==> src/pkg/wps_pkg.sv <==
// constants and carrier types of the path status overhead block
`default_nettype none
package wps_pkg;
  localparam int unsigned CLK_MHZ = 100;
  localparam int unsigned LCD_SET_US = 3000;
  localparam int unsigned LCD_CLR_US = 1000;
  localparam int unsigned LCD_SET_CYC = LCD_SET_US * CLK_MHZ;
  localparam int unsigned LCD_CLR_CYC = LCD_CLR_US * CLK_MHZ;
  localparam int unsigned LCD_CW = 20;
  localparam int unsigned DW = 16;
  localparam int unsigned AW = 8;
  localparam logic [3:0] PERSIST_FRAMES = 4'ha;
  localparam logic [3:0] REI_MAX = 4'h8;
  localparam logic [AW-1:0] A_CTRL = 8'h00;
  localparam logic [AW-1:0] A_USER = 8'h04;
  localparam logic [AW-1:0] A_TANDEM = 8'h08;
  localparam logic [AW-1:0] A_GROWTH = 8'h0c;
  localparam logic [AW-1:0] A_STAT = 8'h10;
  localparam logic [AW-1:0] A_PEND = 8'h14;
  localparam logic [AW-1:0] A_MASKA = 8'h18;
  localparam logic [AW-1:0] A_MASKB = 8'h1c;
  localparam int unsigned C_RXFMT = 0;
  localparam int unsigned C_TXFMT = 1;
  localparam int unsigned C_TIM = 2;
  localparam logic [2:0] CTRL_RST = 3'h3;
  localparam int unsigned E_RDI = 0;
  localparam int unsigned E_PAY = 1;
  localparam int unsigned E_SRV = 2;
  localparam int unsigned E_CON = 3;
  localparam int unsigned E_LCD = 4;
  localparam int unsigned NEV = 5;
  localparam int unsigned G1_RDI_BIT = 3;
  localparam logic [2:0] CODE_NONE = 3'h0;
  localparam logic [2:0] CODE_RDI = 3'h4;
  localparam logic [2:0] CODE_OK = 3'h1;
  localparam logic [2:0] CODE_PAY = 3'h2;
  localparam logic [2:0] CODE_SRV = 3'h5;
  localparam logic [2:0] CODE_CON = 3'h6;

  typedef struct packed {
    logic server;
    logic unequipped;
    logic label_mismatch;
  } wps_ne_s;

  typedef struct packed {
    logic [7:0] g1;
    logic [7:0] f2;
    logic [7:0] h4;
    logic [7:0] z3;
    logic [7:0] z4;
    logic [7:0] n1;
  } wps_tx_oh_s;
endpackage : wps_pkg
`default_nettype wire

==> src/design/wps_path_status.sv <==
// path status octet handling, path overhead insertion and delineation loss
`default_nettype none
module wps_path_status
  import wps_pkg::*;
#(
  parameter int unsigned P_SET_CYC = LCD_SET_CYC,
  parameter int unsigned P_CLR_CYC = LCD_CLR_CYC
) (
  input wire logic I_CLK,
  input wire logic I_RST_N,
  input wire logic [AW-1:0] I_ADDR,
  input wire logic [DW-1:0] I_WDATA,
  input wire logic I_WR,
  input wire logic I_RD,
  output logic [DW-1:0] O_RDATA,
  input wire logic I_RX_G1_VALID,
  input wire logic [7:0] I_RX_G1,
  input wire logic I_REI_VALID,
  input wire logic [3:0] I_REI_CNT,
  input wire logic I_TX_FRAME,
  input wire wps_ne_s I_NE_DEFECT,
  input wire logic I_PCS_LCD,
  input wire logic I_PCS_SYNC,
  output wps_tx_oh_s O_TX_OH,
  output logic O_LCD_REPORT,
  output logic O_IRQ_A,
  output logic O_IRQ_B
);

  typedef struct packed {
    logic [2:0] ctrl;
    logic [7:0] f2;
    logic [7:0] h4;
    logic [7:0] n1;
    logic [7:0] z3;
    logic [7:0] z4;
    logic [NEV-1:0] mask_a;
    logic [NEV-1:0] mask_b;
    logic [NEV-1:0] pend;
    logic lat_pay;
    logic lat_srv;
    logic lat_lcd;
    logic rdi_def;
    logic [2:0] def_code;
    logic [2:0] cand;
    logic [3:0] on_cnt;
    logic [3:0] off_cnt;
    logic rei_full;
    logic [3:0] rei_val;
    logic [7:0] g1;
    logic lcd_def;
    logic lcd_prev;
    logic [LCD_CW-1:0] lcd_cnt;
    logic sync_seen;
    logic [DW-1:0] rdata;
    logic irq_a;
    logic irq_b;
  } wps_state_s;

  localparam logic [LCD_CW-1:0] SET_CNT = LCD_CW'(P_SET_CYC);
  localparam logic [LCD_CW-1:0] CLR_CNT = LCD_CW'(P_CLR_CYC - 1);

  wps_state_s s;
  wps_state_s next_s;

  // connectivity event rides on the remote defect mask
  function automatic logic [NEV-1:0] wps_mask_ext(input logic [NEV-1:0] m);
    logic [NEV-1:0] r;
    r = m;
    r[E_CON] = m[E_RDI];
    return r;
  endfunction : wps_mask_ext

  logic rx_fmt;
  logic tx_fmt;
  logic [2:0] rx_code;
  logic present;
  logic [2:0] cand;
  logic declare;
  logic con_live;
  logic rd_stat;
  logic rd_pend;
  logic push;
  logic [2:0] tx_code;
  logic [3:0] rei_in;

  always_comb begin
    rx_fmt = s.ctrl[C_RXFMT];
    tx_fmt = s.ctrl[C_TXFMT];
    rx_code = I_RX_G1[G1_RDI_BIT:1];
    con_live = s.rdi_def && (s.def_code == CODE_CON);
    rd_stat = I_RD && (I_ADDR == A_STAT);
    rd_pend = I_RD && (I_ADDR == A_PEND);
    rei_in = (I_REI_CNT > REI_MAX) ? REI_MAX : I_REI_CNT;
    if (rx_fmt) begin
      present = (rx_code == CODE_PAY) || (rx_code == CODE_SRV) || (rx_code == CODE_CON);
      cand = rx_code;
    end else begin
      present = I_RX_G1[G1_RDI_BIT];
      cand = CODE_RDI;
    end
    // priority 1 server, 2 connectivity, 3 payload, 4 none
    if (tx_fmt) begin
      if (I_NE_DEFECT.server) begin
        tx_code = CODE_SRV;
      end else if (I_NE_DEFECT.unequipped || s.ctrl[C_TIM]) begin
        tx_code = CODE_CON;
      end else if (I_NE_DEFECT.label_mismatch || s.lcd_def) begin
        tx_code = CODE_PAY;
      end else begin
        tx_code = CODE_OK;
      end
    end else begin
      tx_code = I_NE_DEFECT.server ? CODE_RDI : CODE_NONE;
    end
    push = I_REI_VALID && (!s.rei_full || I_TX_FRAME);
    declare = 1'b0;
    next_s = s;

    // register writes
    if (I_WR) begin
      case (I_ADDR)
        A_CTRL: begin
          next_s.ctrl = I_WDATA[2:0];
        end
        A_USER: begin
          next_s.f2 = I_WDATA[7:0];
          next_s.h4 = I_WDATA[15:8];
        end
        A_TANDEM: begin
          next_s.n1 = I_WDATA[7:0];
        end
        A_GROWTH: begin
          next_s.z3 = I_WDATA[7:0];
          next_s.z4 = I_WDATA[15:8];
        end
        A_MASKA: begin
          next_s.mask_a = I_WDATA[NEV-1:0] & ~(NEV'(1) << E_CON);
        end
        A_MASKB: begin
          next_s.mask_b = I_WDATA[NEV-1:0] & ~(NEV'(1) << E_CON);
        end
        default: begin
        end
      endcase
    end

    // read data, one cycle later
    case (I_ADDR)
      A_CTRL: next_s.rdata = DW'(s.ctrl);
      A_USER: next_s.rdata = {s.h4, s.f2};
      A_TANDEM: next_s.rdata = DW'(s.n1);
      A_GROWTH: next_s.rdata = {s.z4, s.z3};
      A_STAT: next_s.rdata = DW'({s.lat_lcd, con_live, s.lat_srv, s.lat_pay, s.rdi_def});
      A_PEND: next_s.rdata = DW'(s.pend);
      A_MASKA: next_s.rdata = DW'(s.mask_a);
      A_MASKB: next_s.rdata = DW'(s.mask_b);
      default: next_s.rdata = '0;
    endcase
    if (!I_RD) begin
      next_s.rdata = '0;
    end

    // clear on read first so that a same-cycle set wins
    if (rd_stat) begin
      next_s.lat_pay = 1'b0;
      next_s.lat_srv = 1'b0;
      next_s.lat_lcd = 1'b0;
    end
    if (rd_pend) begin
      next_s.pend = '0;
    end

    // receive defect persistence
    if (I_RX_G1_VALID) begin
      if (present) begin
        next_s.off_cnt = '0;
        if (cand == s.cand) begin
          next_s.on_cnt = (s.on_cnt == PERSIST_FRAMES) ? PERSIST_FRAMES : s.on_cnt + 4'h1;
        end else begin
          next_s.on_cnt = 4'h1;
          next_s.cand = cand;
        end
        declare = (next_s.on_cnt == PERSIST_FRAMES) && !(s.rdi_def && s.def_code == cand);
      end else begin
        next_s.on_cnt = '0;
        next_s.off_cnt = (s.off_cnt == PERSIST_FRAMES) ? PERSIST_FRAMES : s.off_cnt + 4'h1;
        if (next_s.off_cnt == PERSIST_FRAMES) begin
          next_s.rdi_def = 1'b0;
        end
      end
    end
    if (declare) begin
      next_s.rdi_def = 1'b1;
      next_s.def_code = cand;
      next_s.pend[E_RDI] = 1'b1;
      if (cand == CODE_PAY) begin
        next_s.lat_pay = 1'b1;
        next_s.pend[E_PAY] = 1'b1;
      end
      if (cand == CODE_SRV) begin
        next_s.lat_srv = 1'b1;
        next_s.pend[E_SRV] = 1'b1;
      end
      if (cand == CODE_CON) begin
        next_s.pend[E_CON] = 1'b1;
      end
    end

    // delineation loss from the coding layer
    next_s.lcd_prev = I_PCS_LCD;
    if (I_PCS_LCD != s.lcd_prev) begin
      next_s.lcd_cnt = '0;
    end else if (s.lcd_cnt < SET_CNT) begin
      next_s.lcd_cnt = s.lcd_cnt + LCD_CW'(1);
    end
    if (I_PCS_SYNC) begin
      next_s.sync_seen = 1'b1;
    end
    if (I_PCS_LCD) begin
      next_s.lat_lcd = 1'b1;
      next_s.pend[E_LCD] = 1'b1;
      if (s.lcd_prev && s.lcd_cnt == SET_CNT) begin
        next_s.lcd_def = 1'b1;
      end
    end else if (!s.lcd_prev && s.lcd_cnt >= CLR_CNT && s.sync_seen) begin
      next_s.lcd_def = 1'b0;
    end

    // error count queue toward transmit
    if (I_TX_FRAME) begin
      next_s.g1 = {(s.rei_full ? s.rei_val : 4'h0), tx_code, 1'b0};
      next_s.rei_full = 1'b0;
    end
    if (push) begin
      next_s.rei_full = 1'b1;
      next_s.rei_val = rei_in;
    end

    next_s.irq_a = |(next_s.pend & wps_mask_ext(next_s.mask_a));
    next_s.irq_b = |(next_s.pend & wps_mask_ext(next_s.mask_b));
  end

  always_ff @(posedge I_CLK or negedge I_RST_N) begin
    if (!I_RST_N) begin
      s <= '0;
      s.ctrl <= CTRL_RST;
      s.lcd_def <= 1'b1;
    end else begin
      s <= next_s;
    end
  end

  assign O_RDATA = s.rdata;
  assign O_TX_OH = {s.g1, s.f2, s.h4, s.z3, s.z4, s.n1};
  assign O_LCD_REPORT = s.lcd_def;
  assign O_IRQ_A = s.irq_a;
  assign O_IRQ_B = s.irq_b;
endmodule : wps_path_status
`default_nettype wire

==> config.mk <==
export PLATFORM = sky130hd
export DESIGN_NAME = wps_path_status
export DESIGN_NICKNAME = d
export VERILOG_FILES = /design/src/pkg/wps_pkg.sv /design/src/design/wps_path_status.sv
export SDC_FILE = /design/constraint.sdc
export NUM_CORES = 1
export LEC_CHECK = 0
export BUFFER_PORTS_ARGS = -buffer_cell sky130_fd_sc_hd__buf_2
export CORE_UTILIZATION = 30
export DETAILED_ROUTE_END_ITERATION = 6
export GPL_TIMING_DRIVEN = 0
export PLACE_DENSITY = 0.48
export SETUP_SLACK_MARGIN = 0.05
export SLEW_MARGIN = 0
export SYNTH_ARGS = -nofsm -noshare
export SYNTH_HDL_FRONTEND = slang
export SYNTH_SLANG_ARGS = --single-unit
==> constraint.sdc <==
create_clock -name I_CLK -period 2.1 [get_ports I_CLK]
set_input_delay 0.21 -clock I_CLK [delete_from_list [all_inputs] [get_ports I_CLK]]
set_output_delay 0.21 -clock I_CLK [all_outputs]
set_load 0.05 [all_outputs]
; ---- Yosys cells after proc, flatten, opt, wreduce, memory -nomap -nowiden
; Cells that the tools add are included.
[classes]
add_sub_neg = 3
order_cmp = 3
n_eq_ne = 24
mux = 43
bitwise_logic = 3
reduce_logical = 33
[ops]
columns = op, n
row1 = one-hot mux 16 bit (8 select lines), 1
row2 = two-way mux 20 bit, 2
row3 = == test 8 x 5 -> 1 bit (second input constant), 4
row4 = two-way mux 4 bit, 8
row5 = adder 20 x 1 -> 20 bit (second input constant), 1
row6 = == test 20 x 19 -> 1 bit (second input constant), 1
row7 = greater-or-equal comparator 20 x 17 -> 1 bit (second input constant), 1
row8 = less-than comparator 20 x 19 -> 1 bit (second input constant), 1
row9 = two-way mux 5 bit, 4
row10 = two-way mux 3 bit, 6
row11 = two-way mux 1 bit, 17
row12 = == test 4 bit (second input constant), 4
row13 = == test 8 x 4 -> 1 bit (second input constant), 2
row14 = two-way mux 16 bit, 1
row15 = == test 3 bit (second input constant), 5
row16 = nonzero test 2 bit, 6
row17 = bitwise AND 5 bit, 2
row18 = two-way mux 10 bit, 1
row19 = AND reduction 2 bit, 5
row20 = OR reduction 5 bit, 2
row21 = logical AND 1 bit, 9
row22 = adder 4 x 1 -> 4 bit (second input constant), 2
row23 = == test 8 x 3 -> 1 bit (second input constant), 1
row24 = zero test 8 bit, 1
row25 = 12 further kinds, 22
[totals]
register_bits = 127
out_inout_bits = 67

; ---- Logic depth before layout (Yosys ltp)
; Gate-level depths: netlist (run 1).
[depth]
depth_word = 13
mapped_depth = 9
depth_no_buf = 8

; ---- Least setup slack after synthesis (run 1)
; No wires, ideal clock.
[synth_path]
kind = input to register
start = in I_ADDR[5]
end = reg s (netlist bit O_IRQ_B)
setup_ns = 0.129
arrival_ns = 1.931
t_required_ns = 1.971
setup_slack_ns = 0.040
cell_stages = 7
path_buffers = 1
path_cell_list = nor4b_4 -> and4_1 -> buf_2 -> mux2_2 -> a22oi_1 -> a21oi_1 -> a2111o_1
[synth_lines]
columns = element, line_no
row1 = from (decl), wps_path_status.sv:11  ; input wire logic [AW-1:0] I_ADDR,
row2 = to (signal assigned), wps_path_status.sv:250  ; s <= next_s;
row3 = to (decl), wps_path_status.sv:63  ; wps_state_s s;

==> results.txt, run 1 <==
dfrtp_1 takes more of the synthesized area than any other cell. Via count normalized by instance count: 4.87. The post-route clock period utilization came out at 0.994. Async set or reset register ratio after synthesis: 1.00. The share of the synthesized area in the top cell type came out at 0.487. Among all flip-flop cells after synthesis, the most frequent one is dfrtp_1. The number of nets in the final layout came out at 778.

Setup repair after global routing could not meet its margin everywhere. The signal on the critical path passes through nand2_1 -> a21boi_0 -> a311o_1 -> nor3_4 -> a22o_1 -> a2111o_1. The worst clock skew was 0.0114 ns. The floorplan step set the die width to 148 um. The number of synthesized register bits is 127. Derived from the worst setup path, the maximum achievable clock frequency is 479 MHz.

The portion of the post-synthesis area used by sequential elements was 0.500. In this run, synthesis inferred 0 flip-flops with an integrated enable. The logs give 5 for the first-pass detailed-route iteration total and 127 for the clock sink count. The layout has 2,026 filler cells.

A synthesized cell averages 10.9 um^2. The type of element capturing the critical path was a flop. Dividing total power by cell area gives a power density of 786 mW/mm^2. In the synthesized netlist, the cells that appear most often are dfrtp_1 (124), buf_4 (64), mux2_2 (55).

For the pin with the worst max-slew slack, the measured transition is 0.692 ns. The number of nets produced by synthesis was 639; the global-route wire length before repair was 26.5 mm. The final layout contains routed wiring with a total length of 16.7 mm. For the worst setup path, the data required time is 2.38 ns.

The logs give 340 for the violation count after the first detailed-routing iteration and 0.535 for the normalized max-slew margin. For this run, the slowest stage of the critical path takes 0.61 ns. STA puts the critical path data arrival time at 2.36 ns. The post-synthesis cell area is 0.00637 mm^2. Broken down by cell family, the worst path's largest delay share belongs to compound AO/OA/AOI/OAI gates. For this design the top-level I/O count stands at 115.

Count of synthesis-stage warnings from yosys: 0. The run gives 0.804 as the placer's final routability congestion estimate. After clock tree synthesis, the clock-pin slew on the worst setup and hold paths is 0.06 ns. Timing startpoint of the critical path: rx_fmt$_DFFE_PN1P_. The floorplan step set the die height to 148 um.

The final routed wire length divided by cell count was 16.5 um. Via count: 4,911. The logs give 0.01 ns for the worst setup slack for register-to-register paths and -0.779 ns for the worst setup slack before clock tree synthesis. The core region is 0.0205 mm^2. Entering global routing, the biggest net connects 87 pins.

The tree is rooted in a clkbuf_16. Detailed placement finished with a half-perimeter wire length of 11.8 mm. The analysis attributes to cell leakage a power of 3.98 nW.

End-of-flow core utilization: 0.398. The critical path in this run is classified as flop to flop. The worst register-to-register path begins at rx_fmt$_DFFE_PN1P_. The final worst hold slack came out at 0.0213 ns. The number of cells on the worst reg-to-reg path is 6. TritonCTS built the clock tree. The routed design could run at a clock period as short as 2.09 ns. The starting density of the core was 0.311; the final routed DRC violation total was 0.

The global-route usage over all layers was 0.157; the deepest level of the CTS H-tree was 4. After layout, the worst setup slack is 0.0130 ns. The worst hold path terminates at s[53]$_DFFE_PN0P_.

Along the worst path, the maximum fanout reaches 5. The slowest stage of the critical path belongs to the cell dfstp_2. The ratio of cells with drive above 1 in the final layout is 0.429.

In this run, distinct cell masters in the synthesized netlist total 63. The number of buffers and inverters on the critical path is 0. The logs give 0 for the number of failing setup endpoints in the final timing report and 5,066 for the via count of the first global-routing pass. The maximum number of buffers from clock root to sink was 2; the clock buffer count from CTS was 17. The run finished with clean final reports. Clock latency reported for the late side of the worst-skew pair: 0.42 ns.

After detailed placement, the design holds a cell count of 963. The area growth from synthesis to layout is 28.2%. After floorplanning, the core was divided into 52 placement rows.

In the post-synthesis netlist, the biggest area contributors are dfrtp_1 (49%), mux2_2 (9.7%), buf_4 (7.5%). Initial antenna violation count: 2. Among all cell types in the netlist, the one instantiated most often is dfrtp_1.

The endpoint of the worst register-to-register path is O_IRQ_A$_DFF_PN0_. Critical hold path startpoint: I_REI_VALID. The count of buffers inserted at the top-level ports is 107, and the global-route congestion overflow total is 0. The die covers 0.0218 mm^2.

For the max-slew violation total from the final report, the log shows 0. The startpoint type of the worst setup path was a flop. The worst hold path passes through 2 cells.

The tools report the peak supply drop as 0.517 mV. Kind of path behind the tightest hold check: primary input to flop. The logs give 0 for the residual antenna-violating net count after detailed routing and 0 ns for the final total negative setup slack.

For the number of max-capacitance violations reported, the log shows 0. The count of non-filler cells in the finished layout came out at 1,008. Synthesis handed over a netlist of 585 instances.

The run gives 0 as the final number of hold-violating endpoints.
==> through the flow <==
stage / area [um^2] / power (W)
floorplan: 6370 / 0.00315
global placement: 7240 / 0.00338
detailed placement: 7280 / 0.00340
CTS: 8070 / 0.00649
global route: 8160 / 0.00668
finish: 8160 / 0.00641
==> cell families after synthesis <==
logic type | synth area share
fa+ha+maj | 0.0118
buf+inv | 0.101
xor+xnor | 0.0303
other cells | 0.000589
mux | 0.109
compound gates | 0.113
simple gates | 0.134
flops | 0.500
==> state kept, by name, summed over array words and instances, names as in the netlist <==
name and flops:
s 60, O_TX_OH 47, O_RDATA 16, O_IRQ_A 1, O_IRQ_B 1, O_LCD_REPORT 1
rx_fmt 1
==> per-layer routing <==
layer / wire length (um) / vias up / track usage / part of all wire
met1: 7520 / 2457 / 0.205 / 0.45
met2: 7950 / 133 / 0.251 / 0.48
li1: - / 2301 / - / -
met4: 244 / 0 / 0.0562 / 0.015
met3: 943 / 20 / 0.0423 / 0.057
met5: 0 / - / 0 / 0
==> layout by cell type, fill, tap and decap left out, types with 4 or more instances in the layout <==
cell type	Yosys	layout
dfrtp_1	124	123
buf_2	8	112
buf_4	64	73
mux2_2	55	53
nor2_1	45	44
nand2_1	39	39
clkbuf_16	0	17
nand3_1	16	16
inv_1	16	15
a21oi_1	18	15
o21ai_0	16	14
a22oi_1	13	13
clkbuf_1	12	12
xnor2_1	13	12
nor3_1	13	10
nand2b_1	11	10
xor2_1	9	9
a31oi_1	8	8
a222oi_1	6	6
buf_6	1	5
and3_1	5	5
clkinv_4	0	5
mux2i_1	4	4
nand4b_1	4	4
nand4_1	4	4
a22o_1	4	4
nor4_1	6	4
o22ai_1	5	4
ha_1	6	4
==> final cells by class <==
cell class                      count  area, um^2  area share
Inverter                           17        63.8     0.00782
Buffer                             84         586      0.0717
Tap cell                          270         338      0.0414
Sequential cell                   127        3180       0.390
Clock inverter                     12         163      0.0199
Antenna cell                        2        5.00    0.000613
Clock buffer                       19         443      0.0543
Multi-Input combinational cell    356        2710       0.331
Timing Repair Buffer              121         678      0.0831
==> report_power, final <==
| part | internal, W | switching, W |
|---|---|---|
| sequential | 0.00255 | 0.0000916 |
| clock | 0.00190 | 0.00111 |
| combinational | 0.000285 | 0.000469 |
==> worst max-delay path by stage <==
| stage | to | slack, ns | cells past startpoint |
|---|---|---|---|
| after floorplan | O_IRQ_B$_DFF_PN0_ | 0.07 | 7 |
| after global placement | O_TX_OH[9]$_DFFE_PN0P_ | -1.05 | 1 |
| after detailed placement | O_TX_OH[3]$_DFFE_PN0P_ | -0.78 | 6 |
| after CTS | s[36]$_DFFE_PN0P_ | 0.01 | 6 |
| after global routing | s[67]$_DFFE_PN0N_ | -0.07 | 6 |
| final | O_IRQ_A$_DFF_PN0_ | 0.01 | 6 |
==> timing repair <==
action	CTS	global route
hold buffers	3	0
pin swaps	7	2
gates resized for setup	19	20
endpoints found under the setup margin	56	44
endpoints found under the hold margin	43	0
buffers inserted	9	1
Power figures use the tool's default switching activity.
==> run 2, diff against run 1 <==
==> constraint.sdc (replaced) <==
create_clock -name I_CLK -period 2.1 [get_ports I_CLK]
set_input_delay 0.42 -clock I_CLK [delete_from_list [all_inputs] [get_ports I_CLK]]
set_output_delay 0.42 -clock I_CLK [all_outputs]
set_load 0.05 [all_outputs]
==> results.txt, run 2 (synthesis gave the netlist of run 1 again) <==
The run finished with clean final reports. The global-route usage over all layers is 0.153, and the combined flip-flop and latch cell area is 0.00318 mm^2. Areal power density over the cells: 787 mW/mm^2. After layout, the design draws a total of 0.00645 W. The part of the power in registers was 0.410.

Switching share of power: 0.266. The number of failing setup endpoints in the final timing report came out at 0. Across the VDD grid, the largest voltage drop is 0.540 mV. Max-slew violation total from the final report: 0. The flip-flop count of the largest register after layout is 60, and the global-route congestion overflow total is 0.

In the routed layout, each cell is associated on average with a via count of 4.75. Clock tree synthesis inserted a total of 17 buffers. From synthesis to final layout, the design area changed by 28.7%. The number of nets in the final layout was 787; the proportion of power drawn by combinational gates was 0.119. The worst hold path belongs to the class primary input to flop. The placer's final routability congestion estimate is 0.793, and the clock sink count is 127. STA puts the critical path data arrival time at 2.30 ns.

The first global-routing pass estimated 25.7 mm of wire. The starting density of the core was 0.311; the clock-pin slew of the registers on the worst-case setup and hold paths was 0.06 ns. The filler cells instantiated in the layout total 2,016. The detailed placer's ending HPWL is 11.4 mm, and the upper clock frequency limit is 497 MHz. After the first detailed-routing iteration, the DRC count stood at 216.

Setup total negative slack on the finished layout was measured at 0 ns. After detailed placement, the total cell area comes to 0.00729 mm^2. The floorplan step defined a die boundary enclosing 0.0218 mm^2. Setup repair after global routing could not meet its margin everywhere.

Clock tree synthesis selected as its root buffer the cell clkbuf_16. At the worst endpoint, the required time is 2.39 ns. I/O pin count: 115. Leaving out fill and tap cells, the most frequent cells in the layout are dfrtp_1 (123), buf_2 (111), buf_4 (84), mux2_2 (50), nor2_1 (44). The finished cells cover 0.00819 mm^2.

In this run the core area contains 52 standard-cell rows. The transition time at the pin with the least slew margin works out to 0.592 ns. The count of nets left with antenna violations once routing finished came out at 0.

Post-route clock period utilization: 0.959. The tools report the internal cell power as 0.00473 W. At the placement stage, the worst setup path has a slack of -0.678 ns. The initial antenna violation count was 1; the largest net degree at the start of global routing was 87. Power share of the clock group: 0.471. The final layout contains routed wiring with a total length of 15.9 mm. The final routed wire length divided by cell count was 15.7 um; the deepest level of the CTS H-tree was 4.

Along the worst path, the maximum fanout reaches 4. For this run, design rule violations remaining after detail routing come to 0. The ratio of cells with drive above 1 in the final layout is 0.432, and the first-pass detailed-route iteration total is 4. The tool flagged a number of max-cap violations equal to 0.

At the later pin of the worst-skew pair, clock insertion delay measures 0.42 ns. The tools report the type of element capturing the critical path as a flop. For the final worst-path setup slack, the log shows 0.0865 ns. Type of the worst setup path: flop to flop.

The floorplan step defined a core boundary enclosing 0.0205 mm^2. No sink is reached through more buffers than the 2 on the longest clock path. The floorplan step set the die height to 148 um. The logs give 4,872 for the via count of the first global-routing pass and 0.00267 mm^2 for the combined area of the multi-input logic cells.

The library cell used most frequently in the layout, excluding fill and tap cells, is dfrtp_1. TritonCTS built the clock tree. Across all layers, the routed design uses 4,829 vias. The final worst hold slack was 0.124 ns; the count of buffers inserted at the top-level ports was 107. The horizontal extent of the die is 148 um, and the normalized max-slew margin is 0.605. The register with the most flip-flops was s. The analysis attributes to cell leakage a power of 4.01 nW. The post-route minimum period was 2.01 ns; the worst setup slack for register-to-register paths was 0.09 ns. Summed over all nets, the switching power comes to 0.00172 W. Startpoint type of the worst setup path: a flop. The tools report the final number of hold-violating endpoints as 0. Clock skew on the completed layout was measured at 0.00848 ns.
[run 2: cell types whose count changed in the layout (fill, tap and decap cells not counted), sizes merged]
cell         change
clkinv           -2
inv              +4
buf             +10
clkbuf           -1
dlygate4sd3      -2
diode            -1
[run 2: repair_timing]
item	in CTS	in global routing
hold buffers	1	0
pin swaps	9	9
resized for setup	20	12
buffers inserted	13	7
setup endpoints to repair	48	23
hold endpoints to repair	41	0
[run 2: per-layer routing]
layer  track usage  vias to the layer above  share of wire
met4        0.0526                        0          0.012
met3        0.0472                       15          0.055
met2         0.245                      109           0.48
met1         0.194                     2385           0.45
met5             0                        -              0
li1              -                     2320              -
[run 2: worst paths after layout]
kind / end / startpoint / cells after the start
setup / recovery: O_IRQ_A$_DFF_PN0_ / rx_fmt$_DFFE_PN1P_ / 6
hold / removal: s[39]$_DFF_PN0_ / I_PCS_LCD / 1
setup reg to reg: O_IRQ_A$_DFF_PN0_ / rx_fmt$_DFFE_PN1P_ / 6
max in group asynchronous: s[59]$_DFFE_PN0P_ / I_RST_N / 3
hold reg to reg: s[51]$_DFFE_PN0P_ / s[51]$_DFFE_PN0P_ / 2
min in group asynchronous: O_TX_OH[46]$_DFFE_PN0P_ / I_RST_N / 2
[run 2: critical path: stages (launching register included)]
cell	delay, ns
dfstp_2	0.56
nand2b_1	0.16
xnor2_1	0.20
a311o_1	0.24
nor3_4	0.06
a22o_1	0.26
a2111o_1	0.40
[run 2: cell type report]
cell class / instances / share of cell area
diodes: 1 / 0.000305
repair buffers: 129 / 0.0890
clock buffers: 17 / 0.0519
well taps: 270 / 0.0412
inverters: 17 / 0.00779
plain buffers: 85 / 0.0727
clock inverters: 14 / 0.0223
multi-input cells: 356 / 0.326
flip-flops and latches: 127 / 0.388
[run 2: power by group through the flow]
stage | registers, W | logic [W] | clock network (W)
2_1_floorplan | 0.00266 | 0.000485 | 0
3_3_place_gp | 0.00268 | 0.000698 | 0
4_1_cts | 0.00264 | 0.000754 | 0.00310
3_5_place_dp | 0.00269 | 0.000716 | 0
5_1_grt | 0.00266 | 0.000833 | 0.00322
6_report | 0.00265 | 0.000766 | 0.00304
[run 2: per-stage QoR]
step	utilization	cells
finish	0.400	1016
global route	0.400	1015
CTS	0.395	1008
detailed placement	0.356	963
global placement	0.354	962
floorplan	-	585
